File: src/include/dbgp_pkg.sv
// constants for the debug probe port logic
// assumes a 25 MHz core clock; no bus, user side is plain ports
package dbgp_pkg;
  localparam int unsigned CLK_HZ        = 25000000;
  localparam int unsigned TCK_MAX_HZ    = 16000000;
  // half period of the test clock in core cycles, rounded up (slower side)
  localparam int unsigned TCK_HALF_MIN  =
    (CLK_HZ + 2 * TCK_MAX_HZ - 1) / (2 * TCK_MAX_HZ);
  localparam int unsigned DIV_W         = 8;
  localparam logic [7:0]  DIV_DEFAULT   = 8'h01;
  localparam int unsigned RST_CNT_W     = 16;
  localparam int unsigned BP_W          = 6;
  localparam int unsigned BP_BRK_IDX    = 5;
  localparam logic [1:0]  PAIR_HI       = 2'h3;
  localparam logic [1:0]  PAIR_LO       = 2'h0;

  typedef enum logic [3:0]
  {
    SC_IDLE  = 4'h1,
    SC_LOW   = 4'h2,
    SC_HIGH  = 4'h4,
    SC_DONE  = 4'h8
  } dbgp_scan_t;
endpackage

File: src/core/dbgp_probe.sv
// debug probe connector logic: scan master, execution sampling, system pins
// assumes clk is the only domain; bus clock, clock return and pins are
// sampled as plain inputs through two flip-flops
//
// What this block does
// - sample six breakpoint lines and target reset on bus clock rising edges
// - drive break-at-reset output onto breakpoint line 5 while break-at-reset is requested and power sense is high, whatever target reset does
// - break-at-reset output changes with no alignment to bus clock
// - test clock half period is a whole number of core cycles, so at most 12.5 MHz, under the 16 MHz limit
// - power sense low tristates all probe outputs except the alternate test clock, which has no enable; high allows control
// - power sense qualifies stable target power and breakpoint sampling
// - synchronous mode launches test clock edges on bus clock rising edges
// - port-active asserted while using the test access interface
// - reset request held low for set duration or forever
// - alternate test clock output copies the test clock
// - returning scan data registered on the clock return input
// - data and mode change when a scan request starts, while test clock is low
// - scan data captured on rising edge of clock return
// - test reset may change at any time
// - target reset is observed only, never resets the probe
`timescale 1ns/10ps
module dbgp_probe
  import dbgp_pkg::*;
(
  // clock and reset
  input  wire logic                        clk,
  input  wire logic                        srst,
  // user scan request
  input  wire logic                        scanStart,
  input  wire logic                        scanTms,
  input  wire logic                        scanTdi,
  input  wire logic [dbgp_pkg::DIV_W-1:0]  scanHalfDiv,
  input  wire logic                        scanSyncMode,
  output logic                             scanBusy,
  output logic                             scanDone,
  output logic                             scanTdo,
  // user control
  input  wire logic                        testResetReq,
  input  wire logic                        breakAtResetReq,
  input  wire logic                        resetReqStart,
  input  wire logic                        resetReqForever,
  input  wire logic                        resetReqStop,
  input  wire logic [dbgp_pkg::RST_CNT_W-1:0] resetReqLen,
  // user status
  output logic [dbgp_pkg::BP_W-1:0]        breakpointSample,
  output logic                             targetResetSample,
  output logic                             targetPowered,
  // target inputs
  input  wire logic                        busClock,
  input  wire logic [dbgp_pkg::BP_W-1:0]   breakpoint_lines_n,
  input  wire logic                        targetReset_n,
  input  wire logic                        target_power_sense,
  input  wire logic                        test_clock_return_in,
  input  wire logic                        testDataIn,
  // scan outputs
  output logic                             testClock,
  output logic                             testClockOe,
  output logic                             alt_test_clock_out,
  output logic                             testMode,
  output logic                             testModeOe,
  output logic                             testDataOut,
  output logic                             testDataOutOe,
  output logic                             testReset_n,
  output logic                             testResetOe,
  // system outputs
  output logic                             break_at_reset_drive_n,
  output logic                             breakAtResetOe,
  output logic                             port_active_out_n,
  output logic                             portActiveOe,
  output logic                             reset_request_out_n,
  output logic                             resetRequestOe
);
  import dbgp_pkg::*;

  function automatic logic rise(input logic [1:0] p);
    rise = (p == 2'b01);
  endfunction

  // two-flop synchronisers; second stage plus history for edges
  logic [1:0]       bclkSync_ff, fbSync_ff, pwrSync_ff, rstSync_ff;
  logic [1:0]       tdoSync_ff;
  logic [BP_W-1:0]  bpSync0_ff, bpSync1_ff;
  logic             bclkPrev_ff, fbPrev_ff;
  always_ff @(posedge clk)
  begin
    bclkSync_ff <= {bclkSync_ff[0], busClock};
    fbSync_ff   <= {fbSync_ff[0], test_clock_return_in};
    pwrSync_ff  <= {pwrSync_ff[0], target_power_sense};
    rstSync_ff  <= {rstSync_ff[0], targetReset_n};
    tdoSync_ff  <= {tdoSync_ff[0], testDataIn};
    bpSync0_ff  <= breakpoint_lines_n;
    bpSync1_ff  <= bpSync0_ff;
    bclkPrev_ff <= bclkSync_ff[1];
    fbPrev_ff   <= fbSync_ff[1];
  end

  wire bclkRise = rise({bclkPrev_ff, bclkSync_ff[1]});
  wire fbRise   = rise({fbPrev_ff, fbSync_ff[1]});
  wire powered  = pwrSync_ff[1];

  // execution signals, sampled only while target power is stable
  logic [BP_W-1:0] breakpointSample_ff;
  logic            targetResetSample_ff, targetPowered_ff;
  always_ff @(posedge clk)
  begin
    if (srst)
    begin
      breakpointSample_ff  <= '0;
      targetResetSample_ff <= 1'b0;
      targetPowered_ff     <= 1'b0;
    end
    else
    begin
      targetPowered_ff <= powered;
      if (bclkRise && powered)
      begin
        breakpointSample_ff  <= ~bpSync1_ff;
        targetResetSample_ff <= ~rstSync_ff[1];
      end
    end
  end
  assign breakpointSample  = breakpointSample_ff;
  assign targetResetSample = targetResetSample_ff;
  assign targetPowered     = targetPowered_ff;

  // scan engine: one bit per request
  dbgp_scan_t      scanSt_ff, nxt_scanSt;
  logic [DIV_W-1:0] divCnt_ff, nxt_divCnt;
  logic [DIV_W-1:0] halfLen_ff;
  logic            syncMode_ff, tckOut_ff, tmsOut_ff, tdiOut_ff;
  logic            tdoCap_ff, scanDone_ff, capSeen_ff, busy_ff;

  wire [DIV_W-1:0] halfReq = (scanHalfDiv < DIV_W'(TCK_HALF_MIN)) ?
                             DIV_W'(TCK_HALF_MIN) : scanHalfDiv;
  wire divHit   = (divCnt_ff == '0);
  // in synchronous mode each test clock edge waits for a rising bus clock edge
  wire edgeOk   = divHit && (!syncMode_ff || bclkRise);
  wire startOk  = scanStart && powered;
  // returned rise may land while the clock is still high, so capture
  // in either half and remember it; one capture per bit
  wire capNow   = fbRise && !capSeen_ff &&
                  (scanSt_ff == SC_HIGH || scanSt_ff == SC_DONE);

  always_comb
  begin
    nxt_scanSt = scanSt_ff;
    nxt_divCnt = divHit ? '0 : divCnt_ff - 1'b1;
    case (scanSt_ff)
      SC_IDLE:
        if (startOk)
        begin
          nxt_scanSt = SC_LOW;
          nxt_divCnt = halfReq - 1'b1;
        end
      SC_LOW:
        if (!powered)
          nxt_scanSt = SC_IDLE;
        else if (edgeOk)
        begin
          nxt_scanSt = SC_HIGH;
          nxt_divCnt = halfLen_ff - 1'b1;
        end
      SC_HIGH:
        if (!powered)
          nxt_scanSt = SC_IDLE;
        else if (edgeOk)
          nxt_scanSt = SC_DONE;
      SC_DONE:
        // leave once the returned clock edge has been captured
        if (capSeen_ff || capNow || !powered)
          nxt_scanSt = SC_IDLE;
      default:
        nxt_scanSt = SC_IDLE;
    endcase
  end

  always_ff @(posedge clk)
  begin
    if (srst)
    begin
      scanSt_ff   <= SC_IDLE;
      divCnt_ff   <= '0;
      halfLen_ff  <= DIV_DEFAULT;
      syncMode_ff <= 1'b0;
      tckOut_ff   <= 1'b0;
      tmsOut_ff   <= 1'b1;
      tdiOut_ff   <= 1'b1;
      tdoCap_ff   <= 1'b0;
      scanDone_ff <= 1'b0;
      capSeen_ff  <= 1'b0;
      busy_ff     <= 1'b0;
    end
    else
    begin
      scanSt_ff   <= nxt_scanSt;
      divCnt_ff   <= nxt_divCnt;
      scanDone_ff <= 1'b0;
      // busy from the next state so it lines up with scanSt_ff
      busy_ff     <= (nxt_scanSt != SC_IDLE);
      if (scanSt_ff == SC_IDLE && startOk)
      begin
        halfLen_ff  <= halfReq;
        syncMode_ff <= scanSyncMode;
        tmsOut_ff   <= scanTms;
        tdiOut_ff   <= scanTdi;
        capSeen_ff  <= 1'b0;
      end
      if (scanSt_ff == SC_LOW && nxt_scanSt == SC_HIGH)
        tckOut_ff <= 1'b1;
      if (scanSt_ff == SC_HIGH && nxt_scanSt != SC_HIGH)
        tckOut_ff <= 1'b0;
      if (capNow)
      begin
        tdoCap_ff   <= tdoSync_ff[1];
        scanDone_ff <= 1'b1;
        capSeen_ff  <= 1'b1;
      end
    end
  end
  assign testClock          = tckOut_ff;
  assign alt_test_clock_out = tckOut_ff;
  assign testMode           = tmsOut_ff;
  assign testDataOut        = tdiOut_ff;
  assign scanTdo            = tdoCap_ff;
  assign scanDone           = scanDone_ff;
  assign scanBusy           = busy_ff;

  // reset request: timed or held
  logic [RST_CNT_W-1:0] rstCnt_ff;
  logic                 rstHold_ff, rstForever_ff;
  always_ff @(posedge clk)
  begin
    if (srst)
    begin
      rstCnt_ff     <= '0;
      rstHold_ff    <= 1'b0;
      rstForever_ff <= 1'b0;
    end
    // stop and power loss win over a start in the same cycle
    else if (resetReqStop || !powered)
    begin
      rstHold_ff    <= 1'b0;
      rstForever_ff <= 1'b0;
      rstCnt_ff     <= '0;
    end
    else if (resetReqStart)
    begin
      rstHold_ff    <= 1'b1;
      rstForever_ff <= resetReqForever;
      rstCnt_ff     <= resetReqLen;
    end
    else if (rstHold_ff && !rstForever_ff)
    begin
      if (rstCnt_ff == '0)
        rstHold_ff <= 1'b0;
      else
        rstCnt_ff <= rstCnt_ff - 1'b1;
    end
  end

  // pin drivers; every output enable drops when power sense is low
  logic trstOut_ff, trstOe_ff, brkOe_ff, dbaOe_ff, dbrOe_ff, oe_ff;
  // port-active pin level kept in its own flop, low while active
  logic portActive_n_ff;
  always_ff @(posedge clk)
  begin
    if (srst)
    begin
      oe_ff      <= 1'b0;
      trstOut_ff <= 1'b0;
      trstOe_ff  <= 1'b0;
      brkOe_ff   <= 1'b0;
      dbaOe_ff   <= 1'b0;
      dbrOe_ff   <= 1'b0;
      portActive_n_ff <= 1'b1;
    end
    else
    begin
      oe_ff      <= powered;
      trstOut_ff <= ~testResetReq;
      trstOe_ff  <= powered;
      brkOe_ff   <= powered && breakAtResetReq;
      portActive_n_ff <= !(powered && (scanBusy || testResetReq));
      dbaOe_ff   <= powered && (scanBusy || testResetReq);
      dbrOe_ff   <= powered && rstHold_ff;
    end
  end
  assign testClockOe            = oe_ff;
  assign testModeOe             = oe_ff;
  assign testDataOutOe          = oe_ff;
  assign testReset_n            = trstOut_ff;
  assign testResetOe            = trstOe_ff;
  // open-drain pins: drive low only, enable carries the assertion
  assign break_at_reset_drive_n = 1'b0;
  assign breakAtResetOe         = brkOe_ff;
  assign port_active_out_n      = portActive_n_ff;
  assign portActiveOe           = dbaOe_ff;
  assign reset_request_out_n    = 1'b0;
  assign resetRequestOe         = dbrOe_ff;
endmodule

File: config.mk
export PLATFORM = sky130hd
export DESIGN_NAME = dbgp_probe
export DESIGN_NICKNAME = d
export VERILOG_FILES = /design/src/include/dbgp_pkg.sv /design/src/core/dbgp_probe.sv
export SDC_FILE = /design/constraint.sdc
export NUM_CORES = 1
export LEC_CHECK = 0
export BUFFER_PORTS_ARGS = -buffer_cell sky130_fd_sc_hd__buf_4
export CAP_MARGIN = 20
export CORE_MARGIN = 3
export CORE_UTILIZATION = 54
export DETAILED_ROUTE_END_ITERATION = 10
export PLACE_DENSITY = 0.78
export SYNTH_ARGS = -nofsm -noshare
export SYNTH_HDL_FRONTEND = slang
export SYNTH_SLANG_ARGS = --single-unit
File: constraint.sdc
create_clock -name clk -period 2.69 [get_ports clk]
set_input_delay 0.1345 -clock clk [delete_from_list [all_inputs] [get_ports clk]]
set_output_delay 0.1345 -clock clk [all_outputs]
set_load 0.02 [all_outputs]
==> flow_results.org <==
** Setup path
- The worst setup path is of the reg -> reg kind.
- On the worst path, the slowest cell contributes a delay of 0.66 ns.
- Walking the worst path, the cells encountered are inv_1 -> ha_1 -> or4b_2 -> nor4_4 -> nor2_2 -> xnor2_1 -> a211oi_1.
- In this run the critical register-to-register path is launched from rstCnt_ff[0]$_SDFFE_PP0P_.
- Crit path capture type :: flop
- At the worst endpoint, the required time is 2.96 ns.
- Library cell contributing the largest single delay on the critical path :: sky130_fd_sc_hd__or4b_2
- Data arrival, critical path :: 2.52 ns
- Worst reg-to-reg path cell count :: 7
- Maximum fanout encountered on the critical timing path :: 7
- Crit. Startpoint :: rstCnt_ff[0]$_SDFFE_PP0P_
- The worst setup path is launched from a flop.

** STA
- Clock skew :: 0.00917 ns
- Post-route clock period utilization :: 0.835
- The hold violation count in the final report came to 0.
- Setup repair after global routing missed its margin :: false
- The clock period could shrink to 2.25 ns.
- The number of pins exceeding their max-slew limit in the final report was 0.
- Timing-limited maximum frequency :: 445 MHz
- Summed over all failing endpoints, the final setup total negative slack is 0 ns.
- Setup-violating endpoint count in the final report :: 0
- Measured against its own limit, the worst slew margin works out to 0.442.
- At the pin with the least slew margin, the transition time is 0.833 ns.

** Route
- Antenna Violating Nets Remaining :: 0
- Before antenna repair, the detailed router went through 4 iterations.
- After detailed routing, the number of remaining DRC violations is 0.
- Number of DRC markers after the initial detailed-route iteration :: 132
- Dividing the detail-routed wire length by the instance count gives 14.0 um.
- Via density per instance :: 5.59
- Summing over every cut layer, the via total after detailed routing is 3115.
- Summed over all layers, the routed wires come to 7790 um.

** Synthesis
- Area of the mapped netlist :: 0.00356 mm^2
- For this run, the register share of the synthesized area comes to 0.466.
- Fraction of synthesized cell area taken by the top area cell type :: 0.466
- Async set-reset flop share out of synthesis :: 0
- The largest total area in the synthesized netlist belongs to sky130_fd_sc_hd__dfxtp_1.
- In the synthesized netlist, the number of instances is 407.
- Average footprint of a synthesized cell :: 8.76 um^2
- The netlist uses 58 different library cells.
- Counting flops and latches in the post-synthesis netlist gives 83.
- Count of yosys warnings during synthesis :: 0
- Top FF cell, synth :: sky130_fd_sc_hd__dfxtp_1
- Sorting the synthesized cells by area gives the leading types as sky130_fd_sc_hd__dfxtp_1 47%, sky130_fd_sc_hd__nand2_1 5.3%, sky130_fd_sc_hd__nor2_1 4.3%.
- Number of synthesized flops with an enable pin :: 0
- In the post-synthesis netlist, the cell with the most instances is sky130_fd_sc_hd__dfxtp_1.
- The commonest cells after synthesis are 83 x sky130_fd_sc_hd__dfxtp_1, 50 x sky130_fd_sc_hd__nand2_1, 41 x sky130_fd_sc_hd__nor2_1.

** Placement
- Total instance count after detailed placement :: 527
- Placed wire-length estimate :: 5410 um
- Routability-driven placement finished with a final weighted congestion of 0.933.
- PortBufs :: 69

** CTS
- Clock insertion delay at the later pin of the skew report :: 0.36 ns
- The number of gates resized after CTS was 0.
- Clock tree synthesis selected as its root buffer the cell sky130_fd_sc_hd__clkbuf_8.
- Clock-pin slew was measured on the worst setup and hold paths at 0.09 ns.
- Clock tree synthesis found a total of 83 sinks.
- CTS built an H-tree with a depth of 3.
- The number of clock buffers added by TritonCTS is 9.
- Clock tree from TritonCTS :: done
- Buffer depth of the longest clock path :: 2

** Die
- # rows :: 28
- From left edge to right edge, the die measures 87.3 um.
- I/O pin total :: 72
- Chip Height :: 87.3 um
- DIE AREA :: 0.00761 mm^2
- Starting utilization of the core area :: 0.578
- Area of the core :: 0.00617 mm^2

** Global route
- Pin count of the biggest net entering global routing :: 38
- Across every metal layer, demand over resource in global routing totals 0.214.
- The via count of the first global-routing pass is 2885.
- The first global-routing pass estimated 12900 um of wire.
- Number of antenna violations at the first check in global routing :: 0
- Gr ovfl total :: 0

** Layout
- In the final layout, the share of cells above drive strength 1 is 0.212.
- After filler insertion, the fill cell instance count of the layout stands at 489.
- The count of cells in the finished layout, fillers not included, comes to 557.
- FF+latch area :: 0.00166 mm^2
- Net count, final :: 527
- Area of combinational cells with multiple inputs :: 0.00170 mm^2
- Layout-stage area growth over the synthesis result :: 22.4%
- Antenna Diode Count :: 0

** Pwr
- VDD sags by at most 0.000448 V.
- For this design the static power due to leakage is 1.79 nW.
- Power density over the cells :: 644 mW/mm^2

** Job
- MaxCap Viol Count :: 0

** Worst hold path
- Worst hold stages :: 3
- Launch point of the worst hold path :: resetReqLen[6]
- Hold Path Class :: in -> reg

** Run status
- Result of the run :: finished, final reports clean
## worst paths after layout
kind                                                   to  slack, ns
worst max-delay path            rstCnt_ff[0]$_SDFFE_PP0P_       0.44
worst max register to register  rstCnt_ff[0]$_SDFFE_PP0P_       0.44
worst min-delay path            rstCnt_ff[6]$_SDFFE_PP0P_       0.03
worst min register to register      bpSync1_ff[0]$_DFF_P_       0.33
## metal layers
metal / vias to the layer above / wire, um / GRT usage
met1: 1431 / 3370 / 0.262
li1: 1575 / - / -
met5: - / 0 / 0
met2: 97 / 3870 / 0.351
met4: 0 / 144 / 0.0921
met3: 12 / 411 / 0.0558
## logic make-up after synthesis
group                      count (synthesis)  share of synthesized area
and+or+nand+nor                          166                      0.241
adders and majority gates                  4                     0.0140
muxes                                      6                     0.0168
other                                      1                    0.00105
buffers and inverters                     40                     0.0590
AOI/OAI and AO/OA                         93                      0.168
xor gates and xnor gates                  14                     0.0344
DFF                                       83                      0.466
## stage by stage
stage           util  total power [mW]  area (um^2)  hold slack [ns]  setup WS [ns]
2_1_floorplan      -              1.82         3570            0.162          0.713
3_3_place_gp   0.654              1.95         4030            0.239          0.589
3_5_place_dp   0.654              1.97         4030            0.240          0.502
4_1_cts        0.708              2.83         4360           0.0153          0.467
5_1_grt        0.708              2.97         4360           0.0158          0.354
6_report       0.708              2.81         4360           0.0254          0.444
## timing repair
action,in CTS,in global routing
buffers inserted,0,0
setup endpoints to repair,0,0
hold buffers,14,0
endpoints found under the hold margin,14,0
## critical path, delay by kind of cell (launching register included)
kind / cells / cell delay, ns
buf+inv: 1 / 0.07
simple gates: 3 / 1.14
compound gates: 1 / 0.24
fa+ha+maj: 1 / 0.19
flops: 1 / 0.36
xor+xnor: 1 / 0.15
## cells in the final DEF, fill, tap and decap left out, types with 5 or more instances in the layout
master | netlist | final
sky130_fd_sc_hd__xnor2_1 | 10 | 10
sky130_fd_sc_hd__nor3_1 | 15 | 15
sky130_fd_sc_hd__nor4_1 | 8 | 8
sky130_fd_sc_hd__dfxtp_1 | 83 | 83
sky130_fd_sc_hd__o31ai_1 | 5 | 5
sky130_fd_sc_hd__buf_4 | 7 | 71
sky130_fd_sc_hd__inv_1 | 12 | 12
sky130_fd_sc_hd__a211oi_1 | 14 | 14
sky130_fd_sc_hd__nand2_1 | 50 | 50
sky130_fd_sc_hd__nor2_1 | 41 | 41
sky130_fd_sc_hd__a21oi_1 | 29 | 29
sky130_fd_sc_hd__o21ai_0 | 16 | 16
sky130_fd_sc_hd__nor2b_1 | 5 | 5
sky130_fd_sc_hd__o211ai_1 | 5 | 5
sky130_fd_sc_hd__mux2i_1 | 6 | 6
sky130_fd_sc_hd__nand4_1 | 5 | 5
sky130_fd_sc_hd__nand3_1 | 5 | 5
sky130_fd_sc_hd__a31oi_1 | 5 | 5
sky130_fd_sc_hd__or4_1 | 7 | 7
sky130_fd_sc_hd__dlygate4sd3_1 | 0 | 14
sky130_fd_sc_hd__clkbuf_8 | 2 | 9
## cell type report
type,instances,area share
clock buffers,9,0.0284
clock inverters,7,0.0152
inverters,13,0.0112
multi-input cells,285,0.389
flip-flops and latches,83,0.381
well taps,75,0.0215
repair buffers,85,0.154
## report_power, final
| part | leakage (nW) | internal (mW) | switching, mW | total, mW |
|---|---|---|---|---|
| sequential | 0.685 | 1.31 | 0.0707 | 1.38 |
| clock | 0.0986 | 0.361 | 0.486 | 0.847 |
| combinational | 1.01 | 0.286 | 0.296 | 0.582 |
| total | 1.79 | 1.96 | 0.853 | 2.81 |
## registers in the layout (all words and copies together), names as in the netlist, 2 cells and up
name / flops
rstCnt_ff: 16
bclkSync_ff: 2
tdoSync_ff: 2
bpSync1_ff: 6
pwrSync_ff: 2
halfLen_ff: 8
scanSt_ff: 4
rstSync_ff: 2
divCnt_ff: 8
fbSync_ff: 2
breakpointSample: 6
bpSync0_ff: 6
(Power assumes the default switching activity.)
